File: src/rtl/twb_pkg.sv
// Behaviour
// data pin level held in latch
// interrupt on own address or extension code
// count serial clocks to confirm byte
// transfer interrupt at eighth or ninth fall
// stop condition interrupt when enabled
// master derives and drives serial clock
// clock-stretching waits hold the clock low
// generate and detect acknowledge, start, stop
// data changes after hold time delay
// start trigger generates start condition
// busy with reservation disabled sets fail
// stop trigger generates stop condition
// own address low bit forced zero
// both lines driven open drain
package twb_pkg;
  // timing
  localparam int CLK_PERIOD_NS = 10;
  localparam int SCL_HALF_NS = 500;
  localparam int SCL_HALF_CYC = SCL_HALF_NS / CLK_PERIOD_NS;
  localparam int HOLD_NS = 30;
  localparam int HOLD_CYC = (HOLD_NS + CLK_PERIOD_NS - 1) / CLK_PERIOD_NS;
  localparam int DIV_W = 10;
  localparam int HOLD_W = 4;
  localparam logic [HOLD_W-1:0] HOLD_ONE = 4'h1;
  // register byte offsets
  localparam logic [7:0] OFF_CTRL = 8'h00;
  localparam logic [7:0] OFF_DATA = 8'h04;
  localparam logic [7:0] OFF_OWN = 8'h08;
  localparam logic [7:0] OFF_STAT = 8'h0C;
  localparam logic [7:0] OFF_IRQ = 8'h10;
  localparam logic [7:0] OFF_MASK = 8'h14;
  localparam logic [7:0] OFF_CFG = 8'h18;
  // bus_control_register_0 fields and the configuration register field
  localparam int CTL_STOP = 0;
  localparam int CTL_START = 1;
  localparam int CTL_ACKEN = 2;
  localparam int CTL_WTIM = 3;
  localparam int CTL_SPIE = 4;
  localparam int CTL_EN = 7;
  localparam int CFG_RSVDIS = 0;
  // status fields
  localparam int ST_BUSY = 0;
  localparam int ST_START_FAIL_FLAG = 1;
  localparam int ST_MSTR = 2;
  localparam int ST_ACK = 3;
  localparam int ST_MATCH = 4;
  localparam int ST_EXT = 5;
  localparam int ST_TRC = 6;
  localparam int ST_WAIT = 7;
  // interrupt status and mask fields
  localparam int IRQ_W = 5;
  localparam int IRQ_XFER = 0;
  localparam int IRQ_STOP = 1;
  localparam int IRQ_MATCH = 2;
  localparam int IRQ_EXT = 3;
  localparam int IRQ_START_FAIL_FLAG = 4;
  // clock counter marks, extension codes and bus response codes
  localparam logic [3:0] CNT_ZERO = 4'h0;
  localparam logic [3:0] CNT_LAST = 4'h7;
  localparam logic [3:0] CNT_ACK = 4'h8;
  localparam logic [3:0] CNT_PRE = 4'hF;
  localparam logic [3:0] EXT_GCALL = 4'h0;
  localparam logic [4:0] EXT_TENBIT = 5'h1E;
  localparam logic [1:0] RESP_OKAY = 2'h0;
  localparam logic [1:0] RESP_DECERR = 2'h3;
  typedef enum logic [3:0] {
    M_IDLE, M_START, M_START_LOW, M_LOW, M_HIGH,
    M_STOP_LOW, M_STOP_HIGH, M_STOP_END, M_RS_SDA, M_RS_SCL
  } mstate_t;
endpackage : twb_pkg

File: src/rtl/pin_sync.sv
`timescale 1ns/10ps
module pin_sync #(
  parameter int W = 2
) (
  input wire logic ref_clk_i,
  input wire logic srst_i,
  input wire logic [W-1:0] pin_i,
  output logic [W-1:0] sync_o
);
  logic [W-1:0] meta_q;
  logic [W-1:0] sync_q;
  // idle bus lines float high, so reset to ones
  always_ff @(posedge ref_clk_i) begin
    if (srst_i) begin
      meta_q <= '1;
      sync_q <= '1;
    end else begin
      meta_q <= pin_i;
      sync_q <= meta_q;
    end
  end
  assign sync_o = sync_q;
endmodule : pin_sync

File: src/rtl/tick_div.sv
`timescale 1ns/10ps
module tick_div #(
  parameter int DIV = 2
) (
  input wire logic ref_clk_i,
  input wire logic srst_i,
  input wire logic run_i,
  output logic tick_o
);
  localparam int W = twb_pkg::DIV_W;
  localparam logic [W-1:0] LAST = W'(DIV - 1);
  logic [W-1:0] cnt_q, cnt_d;
  logic tick_q, tick_d;
  // restarts from zero whenever stopped, so the first half period is full
  always_comb begin
    cnt_d = cnt_q + 1'h1;
    tick_d = 1'h0;
    if (!run_i) begin
      cnt_d = '0;
    end else if (cnt_q == LAST) begin
      cnt_d = '0;
      tick_d = 1'h1;
    end
  end
  always_ff @(posedge ref_clk_i) begin
    if (srst_i) begin
      cnt_q <= '0;
      tick_q <= 1'h0;
    end else begin
      cnt_q <= cnt_d;
      tick_q <= tick_d;
    end
  end
  assign tick_o = tick_q;
endmodule : tick_div

File: src/rtl/two_wire_bus_controller.sv
// Our own choices: the register offsets and the AXI4-Lite interface to the registers.
`timescale 1ns/10ps
module two_wire_bus_controller (
  input wire logic ref_clk_i,
  input wire logic srst_i,
  input wire logic [7:0] awaddr_i,
  input wire logic awvalid_i,
  output logic awready_o,
  input wire logic [31:0] wdata_i,
  input wire logic [3:0] wstrb_i,
  input wire logic wvalid_i,
  output logic wready_o,
  output logic [1:0] bresp_o,
  output logic bvalid_o,
  input wire logic bready_i,
  input wire logic [7:0] araddr_i,
  input wire logic arvalid_i,
  output logic arready_o,
  output logic [31:0] rdata_o,
  output logic [1:0] rresp_o,
  output logic rvalid_o,
  input wire logic rready_i,
  input wire logic serial_clock_pin_i,
  output logic serial_clock_pin_o,
  output logic serial_clock_pin_oe_o,
  input wire logic serial_data_pin_i,
  output logic serial_data_pin_o,
  output logic serial_data_pin_oe_o,
  output logic irq_o
);
  typedef struct packed {
    logic aw_full, w_full, awready, wready, bvalid, arready, rvalid, wstb;
    logic [7:0] awaddr, wdata, rdata;
    logic [1:0] bresp, rresp;
  } axi_t;
  typedef struct packed {
    logic [7:0] ctrl, own, tx_sh, rx_sh, rxd;
    logic [twb_pkg::IRQ_W-1:0] irq, mask;
    logic rsvdis, irq_out, busy, start_fail_flag, master, ack, match, ext, trc;
    logic wait_f, addr_ph, ackd, reserve, hold_run, sda_low, scl_low, scl_oe;
    logic scl_p, sda_p;
    logic [3:0] cnt;
    logic [twb_pkg::HOLD_W-1:0] hold;
    twb_pkg::mstate_t ms;
  } core_t;

  axi_t ax_q, ax_d;
  core_t c_q, c_d;
  logic wr_en, rd_en, wr_hit, rd_hit, tick, scl_s, sda_s;
  logic [7:0] rd_val, stat;

  // both pins pass two flops before any logic reads them
  pin_sync #(.W(2)) u_sync (
    .ref_clk_i(ref_clk_i),
    .srst_i(srst_i),
    .pin_i({serial_clock_pin_i, serial_data_pin_i}),
    .sync_o({scl_s, sda_s})
  );
  // half-period pacing for the master clock
  tick_div #(.DIV(twb_pkg::SCL_HALF_CYC)) u_div (
    .ref_clk_i(ref_clk_i),
    .srst_i(srst_i),
    .run_i(c_q.ms != twb_pkg::M_IDLE),
    .tick_o(tick)
  );

  // line events seen on the sampled pins
  logic scl_rise, scl_fall, start_det, stop_det, hold_fire;
  // start and stop detection
  assign start_det = scl_s && c_q.scl_p && c_q.sda_p && !sda_s;
  assign stop_det = scl_s && c_q.scl_p && !c_q.sda_p && sda_s;
  assign scl_rise = scl_s && !c_q.scl_p;
  assign scl_fall = !scl_s && c_q.scl_p;
  assign hold_fire = c_q.hold_run && (c_q.hold == twb_pkg::HOLD_ONE);

  // register strobes
  logic ctl_wr, data_wr, rd_irq;
  assign ctl_wr = wr_en && ax_q.wstb && (ax_q.awaddr == twb_pkg::OFF_CTRL);
  assign data_wr = wr_en && ax_q.wstb && (ax_q.awaddr == twb_pkg::OFF_DATA);
  assign rd_irq = rd_en && (araddr_i == twb_pkg::OFF_IRQ);

  // write decode, unmapped addresses answer decode error
  always_comb begin
    wr_hit = 1'h1;
    if (ax_q.awaddr == twb_pkg::OFF_CTRL) begin
      wr_hit = 1'h1;
    end else if (ax_q.awaddr == twb_pkg::OFF_DATA) begin
      wr_hit = 1'h1;
    end else if (ax_q.awaddr == twb_pkg::OFF_OWN) begin
      wr_hit = 1'h1;
    end else if (ax_q.awaddr == twb_pkg::OFF_STAT) begin
      wr_hit = 1'h1;
    end else if (ax_q.awaddr == twb_pkg::OFF_IRQ) begin
      wr_hit = 1'h1;
    end else if (ax_q.awaddr == twb_pkg::OFF_MASK) begin
      wr_hit = 1'h1;
    end else if (ax_q.awaddr == twb_pkg::OFF_CFG) begin
      wr_hit = 1'h1;
    end else begin
      wr_hit = 1'h0;
    end
  end

  // status word
  always_comb begin
    stat = '0;
    stat[twb_pkg::ST_BUSY] = c_q.busy;
    stat[twb_pkg::ST_START_FAIL_FLAG] = c_q.start_fail_flag;
    stat[twb_pkg::ST_MSTR] = c_q.master;
    stat[twb_pkg::ST_ACK] = c_q.ack;
    stat[twb_pkg::ST_MATCH] = c_q.match;
    stat[twb_pkg::ST_EXT] = c_q.ext;
    stat[twb_pkg::ST_TRC] = c_q.trc;
    stat[twb_pkg::ST_WAIT] = c_q.wait_f;
  end

  // read decode
  always_comb begin
    rd_hit = 1'h1;
    rd_val = '0;
    if (araddr_i == twb_pkg::OFF_CTRL) begin
      rd_val = c_q.ctrl;
    end else if (araddr_i == twb_pkg::OFF_DATA) begin
      rd_val = c_q.rxd;
    end else if (araddr_i == twb_pkg::OFF_OWN) begin
      rd_val = c_q.own;
    end else if (araddr_i == twb_pkg::OFF_STAT) begin
      rd_val = stat;
    end else if (araddr_i == twb_pkg::OFF_IRQ) begin
      rd_val = 8'(c_q.irq);
    end else if (araddr_i == twb_pkg::OFF_MASK) begin
      rd_val = 8'(c_q.mask);
    end else if (araddr_i == twb_pkg::OFF_CFG) begin
      rd_val = 8'(c_q.rsvdis);
    end else begin
      rd_hit = 1'h0;
    end
  end

  // bus slave: address and data taken in either order, write one cycle later
  always_comb begin
    ax_d = ax_q;
    wr_en = 1'h0;
    rd_en = 1'h0;
    if (awvalid_i && ax_q.awready) begin
      ax_d.aw_full = 1'h1;
      ax_d.awaddr = awaddr_i;
    end
    if (wvalid_i && ax_q.wready) begin
      ax_d.w_full = 1'h1;
      ax_d.wdata = wdata_i[7:0];
      ax_d.wstb = wstrb_i[0];
    end
    if (ax_q.aw_full && ax_q.w_full && !ax_q.bvalid) begin
      wr_en = 1'h1;
      ax_d.aw_full = 1'h0;
      ax_d.w_full = 1'h0;
      ax_d.bvalid = 1'h1;
      ax_d.bresp = wr_hit ? twb_pkg::RESP_OKAY : twb_pkg::RESP_DECERR;
    end
    if (ax_q.bvalid && bready_i) begin
      ax_d.bvalid = 1'h0;
    end
    if (arvalid_i && ax_q.arready) begin
      rd_en = 1'h1;
      ax_d.rvalid = 1'h1;
      ax_d.rdata = rd_val;
      ax_d.rresp = rd_hit ? twb_pkg::RESP_OKAY : twb_pkg::RESP_DECERR;
    end
    if (ax_q.rvalid && rready_i) begin
      ax_d.rvalid = 1'h0;
    end
    ax_d.awready = !ax_d.aw_full;
    ax_d.wready = !ax_d.w_full;
    ax_d.arready = !ax_d.rvalid;
  end
  always_ff @(posedge ref_clk_i) begin
    ax_q <= srst_i ? '0 : ax_d;
  end

  // protocol engine
  always_comb begin
    logic hit;
    logic ext_hit;
    logic inv;
    logic [twb_pkg::IRQ_W-1:0] ev;
    hit = (c_q.rx_sh[7:1] == c_q.own[7:1]);
    ext_hit = (c_q.rx_sh[7:4] == twb_pkg::EXT_GCALL) || (c_q.rx_sh[7:3] == twb_pkg::EXT_TENBIT);
    inv = 1'h0;
    ev = '0;
    c_d = c_q;
    c_d.scl_p = scl_s;
    c_d.sda_p = sda_s;
    // plain register writes; trigger bits never stored
    if (ctl_wr) begin
      c_d.ctrl = ax_q.wdata;
      c_d.ctrl[twb_pkg::CTL_START] = 1'h0;
      c_d.ctrl[twb_pkg::CTL_STOP] = 1'h0;
    end
    // low bit of own address stays zero
    if (wr_en && ax_q.wstb && ax_q.awaddr == twb_pkg::OFF_OWN) begin
      c_d.own = {ax_q.wdata[7:1], 1'h0};
    end
    if (wr_en && ax_q.wstb && ax_q.awaddr == twb_pkg::OFF_MASK) begin
      c_d.mask = ax_q.wdata[twb_pkg::IRQ_W-1:0];
    end
    if (wr_en && ax_q.wstb && ax_q.awaddr == twb_pkg::OFF_CFG) begin
      c_d.rsvdis = ax_q.wdata[twb_pkg::CFG_RSVDIS];
    end
    // data write ends the wait; a pending first bit is redriven at once
    if (data_wr) begin
      c_d.tx_sh = ax_q.wdata;
      c_d.wait_f = 1'h0;
      if (c_q.wait_f && c_q.trc && c_q.cnt == twb_pkg::CNT_ZERO) begin
        c_d.sda_low = !ax_q.wdata[7];
        c_d.tx_sh = {ax_q.wdata[6:0], 1'h1};
        c_d.hold_run = 1'h0;
      end
    end
    if (start_det) begin
      c_d.busy = 1'h1;
      c_d.cnt = twb_pkg::CNT_PRE;
      c_d.addr_ph = 1'h1;
      c_d.match = 1'h0;
      c_d.ext = 1'h0;
      c_d.trc = c_q.master;
    end
    // stop condition interrupt, gated by enable
    if (stop_det) begin
      c_d.busy = 1'h0;
      c_d.cnt = twb_pkg::CNT_PRE;
      c_d.addr_ph = 1'h0;
      c_d.match = 1'h0;
      c_d.ext = 1'h0;
      c_d.trc = 1'h0;
      c_d.wait_f = 1'h0;
      c_d.sda_low = 1'h0;
      ev[twb_pkg::IRQ_STOP] = c_q.ctrl[twb_pkg::CTL_SPIE];
      if (c_q.reserve) begin
        c_d.reserve = 1'h0;
        c_d.master = 1'h1;
        c_d.ms = twb_pkg::M_START;
      end
    end
    // sample data and acknowledge on rising clock
    if (scl_rise && c_q.busy) begin
      if (c_q.cnt < twb_pkg::CNT_ACK) begin
        c_d.rx_sh = {c_q.rx_sh[6:0], sda_s};
      end else if (c_q.cnt == twb_pkg::CNT_ACK) begin
        c_d.ack = !sda_s;
      end
    end
    // count falling clocks; the fall after the start is not a data bit
    if (scl_fall && c_q.busy) begin
      c_d.cnt = (c_q.cnt == twb_pkg::CNT_ACK) ? twb_pkg::CNT_ZERO : c_q.cnt + 4'h1;
      c_d.hold_run = 1'h1;
      c_d.hold = twb_pkg::HOLD_W'(twb_pkg::HOLD_CYC);
      if (c_q.cnt == twb_pkg::CNT_LAST) begin
        c_d.rxd = c_q.rx_sh;
        if (c_q.addr_ph) begin
          c_d.addr_ph = 1'h0;
          if (c_q.master) begin
            c_d.trc = !c_q.rx_sh[0];
          end else begin
            // own address or extension code raises the request
            c_d.match = hit;
            c_d.ext = ext_hit;
            c_d.trc = hit && c_q.rx_sh[0];
            ev[twb_pkg::IRQ_MATCH] = hit;
            ev[twb_pkg::IRQ_EXT] = ext_hit;
          end
          c_d.ackd = !c_q.master && (hit || ext_hit);
        end else begin
          c_d.ackd = !c_q.trc && (c_q.master || c_q.match || c_q.ext);
        end
        inv = c_q.master || c_d.match || c_d.ext;
        // eighth-fall interrupt and wait
        if (!c_q.ctrl[twb_pkg::CTL_WTIM] && inv) begin
          c_d.wait_f = 1'h1;
          ev[twb_pkg::IRQ_XFER] = 1'h1;
        end
      end else if (c_q.cnt == twb_pkg::CNT_ACK) begin
        inv = c_q.master || c_q.match || c_q.ext;
        // ninth-fall interrupt and wait
        if (c_q.ctrl[twb_pkg::CTL_WTIM] && inv) begin
          c_d.wait_f = 1'h1;
          ev[twb_pkg::IRQ_XFER] = 1'h1;
        end
        // slave transmitter lets go after a missing acknowledge
        if (c_q.trc && !c_q.ack && !c_q.master) begin
          c_d.trc = 1'h0;
        end
      end
    end else if (hold_fire) begin
      // data or acknowledge changes only after the hold delay
      c_d.hold_run = 1'h0;
      if (c_q.cnt == twb_pkg::CNT_ACK) begin
        c_d.sda_low = c_q.ackd && c_q.ctrl[twb_pkg::CTL_ACKEN];
      end else begin
        // output latch keeps the level between updates
        c_d.sda_low = c_q.trc && !c_q.tx_sh[7];
        c_d.tx_sh = {c_q.tx_sh[6:0], 1'h1};
      end
    end else if (c_q.hold_run) begin
      c_d.hold = c_q.hold - twb_pkg::HOLD_ONE;
    end
    // master clock sequencing, paced by the divider
    case (c_q.ms)
      twb_pkg::M_START: if (tick) begin
        c_d.sda_low = 1'h1;
        c_d.ms = twb_pkg::M_START_LOW;
      end
      twb_pkg::M_START_LOW: if (tick) begin
        c_d.scl_low = 1'h1;
        c_d.wait_f = 1'h1;
        c_d.ms = twb_pkg::M_LOW;
      end
      twb_pkg::M_LOW: if (tick && !c_d.wait_f) begin
        c_d.scl_low = 1'h0;
        c_d.ms = twb_pkg::M_HIGH;
      end
      // a slave stretching the clock holds us here
      twb_pkg::M_HIGH: if (tick && scl_s) begin
        c_d.scl_low = 1'h1;
        c_d.ms = twb_pkg::M_LOW;
      end
      twb_pkg::M_STOP_LOW: if (tick) begin
        c_d.scl_low = 1'h1;
        c_d.sda_low = 1'h1;
        c_d.ms = twb_pkg::M_STOP_HIGH;
      end
      twb_pkg::M_STOP_HIGH: if (tick) begin
        c_d.scl_low = 1'h0;
        c_d.ms = twb_pkg::M_STOP_END;
      end
      twb_pkg::M_STOP_END: if (tick && scl_s) begin
        c_d.sda_low = 1'h0;
        c_d.master = 1'h0;
        c_d.ms = twb_pkg::M_IDLE;
      end
      twb_pkg::M_RS_SDA: if (tick) begin
        c_d.sda_low = 1'h0;
        c_d.ms = twb_pkg::M_RS_SCL;
      end
      twb_pkg::M_RS_SCL: if (tick) begin
        c_d.scl_low = 1'h0;
        c_d.ms = twb_pkg::M_START;
      end
      default: ;
    endcase
    // start trigger; restart when already master
    if (ctl_wr && ax_q.wdata[twb_pkg::CTL_START]) begin
      c_d.hold_run = 1'h0;
      if (c_q.master) begin
        c_d.wait_f = 1'h0;
        c_d.ms = twb_pkg::M_RS_SDA;
      end else if (!c_q.busy) begin
        c_d.master = 1'h1;
        c_d.start_fail_flag = 1'h0;
        c_d.ms = twb_pkg::M_START;
      end else if (c_q.rsvdis) begin
        // busy bus with reservation off: drop it and flag failure
        c_d.start_fail_flag = 1'h1;
        ev[twb_pkg::IRQ_START_FAIL_FLAG] = 1'h1;
      end else begin
        c_d.reserve = 1'h1;
      end
    end
    // stop trigger
    if (ctl_wr && ax_q.wdata[twb_pkg::CTL_STOP] && c_q.master) begin
      c_d.wait_f = 1'h0;
      c_d.hold_run = 1'h0;
      c_d.reserve = 1'h0;
      c_d.ms = twb_pkg::M_STOP_LOW;
    end
    // disabled block lets go of both lines
    if (!c_d.ctrl[twb_pkg::CTL_EN]) begin
      c_d.ms = twb_pkg::M_IDLE;
      c_d.master = 1'h0;
      c_d.scl_low = 1'h0;
      c_d.sda_low = 1'h0;
      c_d.wait_f = 1'h0;
      c_d.match = 1'h0;
      c_d.trc = 1'h0;
      c_d.hold_run = 1'h0;
      c_d.reserve = 1'h0;
    end
    // sticky events: a read clears, a new event in the same cycle wins
    c_d.irq = (rd_irq ? '0 : c_q.irq) | ev;
    c_d.irq_out = |(c_d.irq & c_d.mask);
    // clock held low by the master phase or by a wait
    c_d.scl_oe = c_d.scl_low || c_d.wait_f;
  end
  // line history resets to the idle high level, so no false edge follows reset
  always_ff @(posedge ref_clk_i) begin
    if (srst_i) begin
      c_q <= '0;
      c_q.scl_p <= 1'h1;
      c_q.sda_p <= 1'h1;
    end else begin
      c_q <= c_d;
    end
  end

  assign awready_o = ax_q.awready;
  assign wready_o = ax_q.wready;
  assign bvalid_o = ax_q.bvalid;
  assign bresp_o = ax_q.bresp;
  assign arready_o = ax_q.arready;
  assign rvalid_o = ax_q.rvalid;
  assign rresp_o = ax_q.rresp;
  assign rdata_o = {24'h000000, ax_q.rdata};
  assign irq_o = c_q.irq_out;
  // open drain: only ever pull low
  assign serial_clock_pin_o = 1'h0;
  assign serial_data_pin_o = 1'h0;
  assign serial_clock_pin_oe_o = c_q.scl_oe;
  assign serial_data_pin_oe_o = c_q.sda_low;
endmodule : two_wire_bus_controller

File: config.mk
export PLATFORM = sky130hd
export DESIGN_NAME = two_wire_bus_controller
export DESIGN_NICKNAME = d
export VERILOG_FILES = /design/src/rtl/twb_pkg.sv /design/src/rtl/pin_sync.sv /design/src/rtl/tick_div.sv /design/src/rtl/two_wire_bus_controller.sv
export SDC_FILE = /design/constraint.sdc
export NUM_CORES = 1
export LEC_CHECK = 0
export ABC_CLOCK_PERIOD_IN_PS = 3500
export BUFFER_PORTS_ARGS = -buffer_cell sky130_fd_sc_hd__buf_2
export CAP_MARGIN = 20
export CELL_PAD_IN_SITES_DETAIL_PLACEMENT = 2
export CELL_PAD_IN_SITES_GLOBAL_PLACEMENT = 2
export CORE_AREA = 2 2 138 140
export CTS_BUF_LIST = sky130_fd_sc_hd__clkbuf_2 sky130_fd_sc_hd__clkbuf_4 sky130_fd_sc_hd__clkbuf_8
export CTS_CLUSTER_DIAMETER = 150
export DETAILED_ROUTE_END_ITERATION = 12
export DIE_AREA = 0 0 140 142
export GPL_TIMING_DRIVEN = 0
export HOLD_SLACK_MARGIN = 0.06
export PLACE_DENSITY_LB_ADDON = 0.1
export REMOVE_ABC_BUFFERS = 1
export SLEW_MARGIN = 25
export SYNTH_ARGS = -nofsm -noshare
export SYNTH_HDL_FRONTEND = slang
export SYNTH_SLANG_ARGS = --single-unit
File: constraint.sdc
create_clock -name ref_clk_i -period 3.5 [get_ports ref_clk_i]
set_input_delay 0.35 -clock ref_clk_i [delete_from_list [all_inputs] [get_ports ref_clk_i]]
set_output_delay 0.35 -clock ref_clk_i [all_outputs]
set_load 0.01 [all_outputs]
==> out/metrics.yaml <==
outcome:
  outcome: "finished, violations left"
  violations: "DRC"
clock_network:
  clockBufferDepth: 2
  cts_tree: "yes"
  cts_setup_buffers: 0
  h-tree-depth: 4
  ctsResizeCount: 0
  cts-root-buf: "clkbuf_8"
  cts.sinks: 127
  clk_latency_ns: 0.46
  clkSlewWorstSetupHoldPaths_ns: 0.07
  cts_made_buffers: 17
  hold_buffers: 1
logic_synthesis:
  synth_common_cells: "dfxtp_1 (127), nand2_1 (108), nor2_1 (87)"
  synth_top_cell_by_area: "dfxtp_1"
  synthCells: 806
  yosysMostFrequentCell: "dfxtp_1"
  netlist-cell-type-count: 73
  avgSynthCellArea_um2: 8.271
  synth-edff-count: 0
  synth_area_mm2: 0.006666
  synthTopCellsByArea: "dfxtp_1 (38%), mux2i_1 (6.5%), nand2_1 (6.1%)"
  synth_top_area_share_pct: 38.14
  seq_area_frac_synth_pct: 38.14
  synth-main-ff-cell: "dfxtp_1"
  yosysWarnings: 0
  async_flop_share_pct: 0
  synth_seq_cells: 127
grt:
  grt_pass1_vias: 6165
  grt_max_degree: 76
  grt_antenna_before_repair: 0
  overflow: 0
  grtUsageTotal_pct: 21.68
  grt_pass1_wl_mm: 33.56
sta:
  setup_viol: 0
  max-slew-margin-rel_pct: 43.91
  setup_tns_ns: 0
  max_slew.worst_pin.slew_ns: 0.8401
  post-route-min-period_ns: 2.502
  finalCritPeriodShare_pct: 71.48
  rsz0062_at_grt: "no"
  timing.final.ws_setup_ns: 0.9982
  maxSlewViolCount: 0
  max_freq_ghz: 0.3997
  finalHoldViolCount: 0
  skew_ns: 0.01020
worst_setup_path:
  crit_fanout: 12
  start_kind: "flop"
  end_kind: "flop"
  critPathKind: "reg2reg"
  cp_data_required_time_ns: 3.90
  worstPathArrival_ns: 2.90
cells_and_area:
  nFillCells: 2085
  fin_nets: 892
  drive_above_1_share_pct: 14.32
  final_core_util_pct: 39.98
  area_delta_synth_final_pct: 10.68
  antenna_cells: 0
  multiInputGateArea_mm2: 0.003651
  instances_no_fill: 1072
  seqCellArea_mm2: 0.002542
min_path:
  hold_path.class: "in2reg"
pwr:
  p_leak_nw: 2.829
  powerDensity_mw_per_mm2: 453.8
  peakVddDrop_v: 0.0002435
placed_design:
  gp_congestion: 0.8003
  place.detailed.hpwl_mm: 15.25
  dp.cells: 1039
  port_buffers: 53
  place_ws_ns: 0.9397
routing:
  avgRoutedWirePerCell_um: 19.47
  via_per_inst: 5.404
  drc_errors: 4
  num_vias: 5793
  ant_nets: 0
  wl_mm: 20.87
  first_iter_violations: 278
  drt-pass1-iter-count: 9
die:
  coreArea_mm2: 0.01846
  die_height_um: 142
  die_x_um: 140
  start_util_pct: 36.12
  io_pins: 107
  fp-row-count: 50
  die_area_mm2: 0.01988
run:
  cap_viol_max_count: 0
-- report_power, final --
group	internal, mW	switching [mW]	leakage, nW
Combinational	0.0728	0.121	1.54
Sequential	1.47	0.0443	1.03
Clock	1.02	0.613	0.256
-- worst max-delay path: stages, from the launching register on --
cell and delay (ns):
dfxtp_1 0.54, nand2_1 0.11, nor2_2 0.39, nand2_1 0.46, nor3_1 0.60, o21a_1 0.23, a211o_1 0.12
-- placed cells by master, fill, tap and decap left out, drive strengths merged, types with 14 or more instances in the layout --
master / Yosys / final
dfxtp: 127 / 127
nand2: 109 / 109
nor2: 89 / 89
a21oi: 60 / 60
buf: 52 / 54
mux2i: 43 / 43
nor3: 30 / 30
o21ai: 28 / 28
conb: 1 / 26
clkbuf: 28 / 23
inv: 19 / 19
nand3: 18 / 18
xor2: 15 / 15
nor2b: 14 / 14
-- routing by layer --
layer | wire, um | global-route usage [%] | vias to the layer above
met5 | 0 | 0 | -
met4 | 294 | 7.549 | 0
met3 | 511 | 3.096 | 19
met2 | 10680 | 38.48 | 79
met1 | 9386 | 27.05 | 2910
li1 | - | - | 2785
-- sequential cells by signal, summed over array words and instances, names as in the netlist, 2 cells and up --
name,count
u_div.cnt_q,10
u_sync.meta_q,2
c_q,75
ax_q,19
rdata_o,8
u_sync.sync_o,2
-- stage by stage --
step                      instance area, um^2  hold slack [ns]  power, mW
after floorplan                          6265           0.3895      1.639
after global placement                   6823           0.3927      1.728
after detailed placement                 6857           0.3977      1.745
after CTS                                7378          0.06772      3.390
after global routing                     7378          0.09168      3.474
final                                    7378          0.09960      3.348
-- area by class of cell --
cell class | instances | share of cell area [%]
Sequential cell | 127 | 34.46
Inverter | 19 | 0.9666
Multi-Input combinational cell | 605 | 49.48
Timing Repair Buffer | 55 | 4.189
Tap cell | 234 | 3.968
Clock inverter | 9 | 2.730
Clock buffer | 23 | 4.206
-- kinds of logic (layout without fill, tap and decap cells) --
family | after synthesis | after routing | synth area share [%]
xor gates and xnor gates | 22 | 22 | 2.890
DFF | 127 | 127 | 38.14
buffers and inverters | 99 | 106 | 8.502
other | 1 | 26 | 0.05625
and+or+nand+nor | 339 | 339 | 25.28
muxes | 47 | 47 | 7.132
AOI/OAI and AO/OA | 165 | 165 | 16.87
adders and majority gates | 6 | 6 | 1.126
-- path summary, 6_finish.rpt --
path | from | depth (start not counted) | slack (ns) | endpoint
min | serial_data_pin_i | 2 | 0.1 | u_sync.meta_q[0]$_SDFF_PP1_
max reg2reg | c_q[28]$_SDFFE_PP0P_ | 6 | 1.0 | irq_o$_SDFF_PP0_
min reg2reg | u_sync.meta_q[0]$_SDFF_PP1_ | 1 | 0.41 | u_sync.sync_o[0]$_SDFF_PP1_
max | c_q[28]$_SDFFE_PP0P_ | 6 | 1.0 | irq_o$_SDFF_PP0_
(Power assumes the default switching activity.)
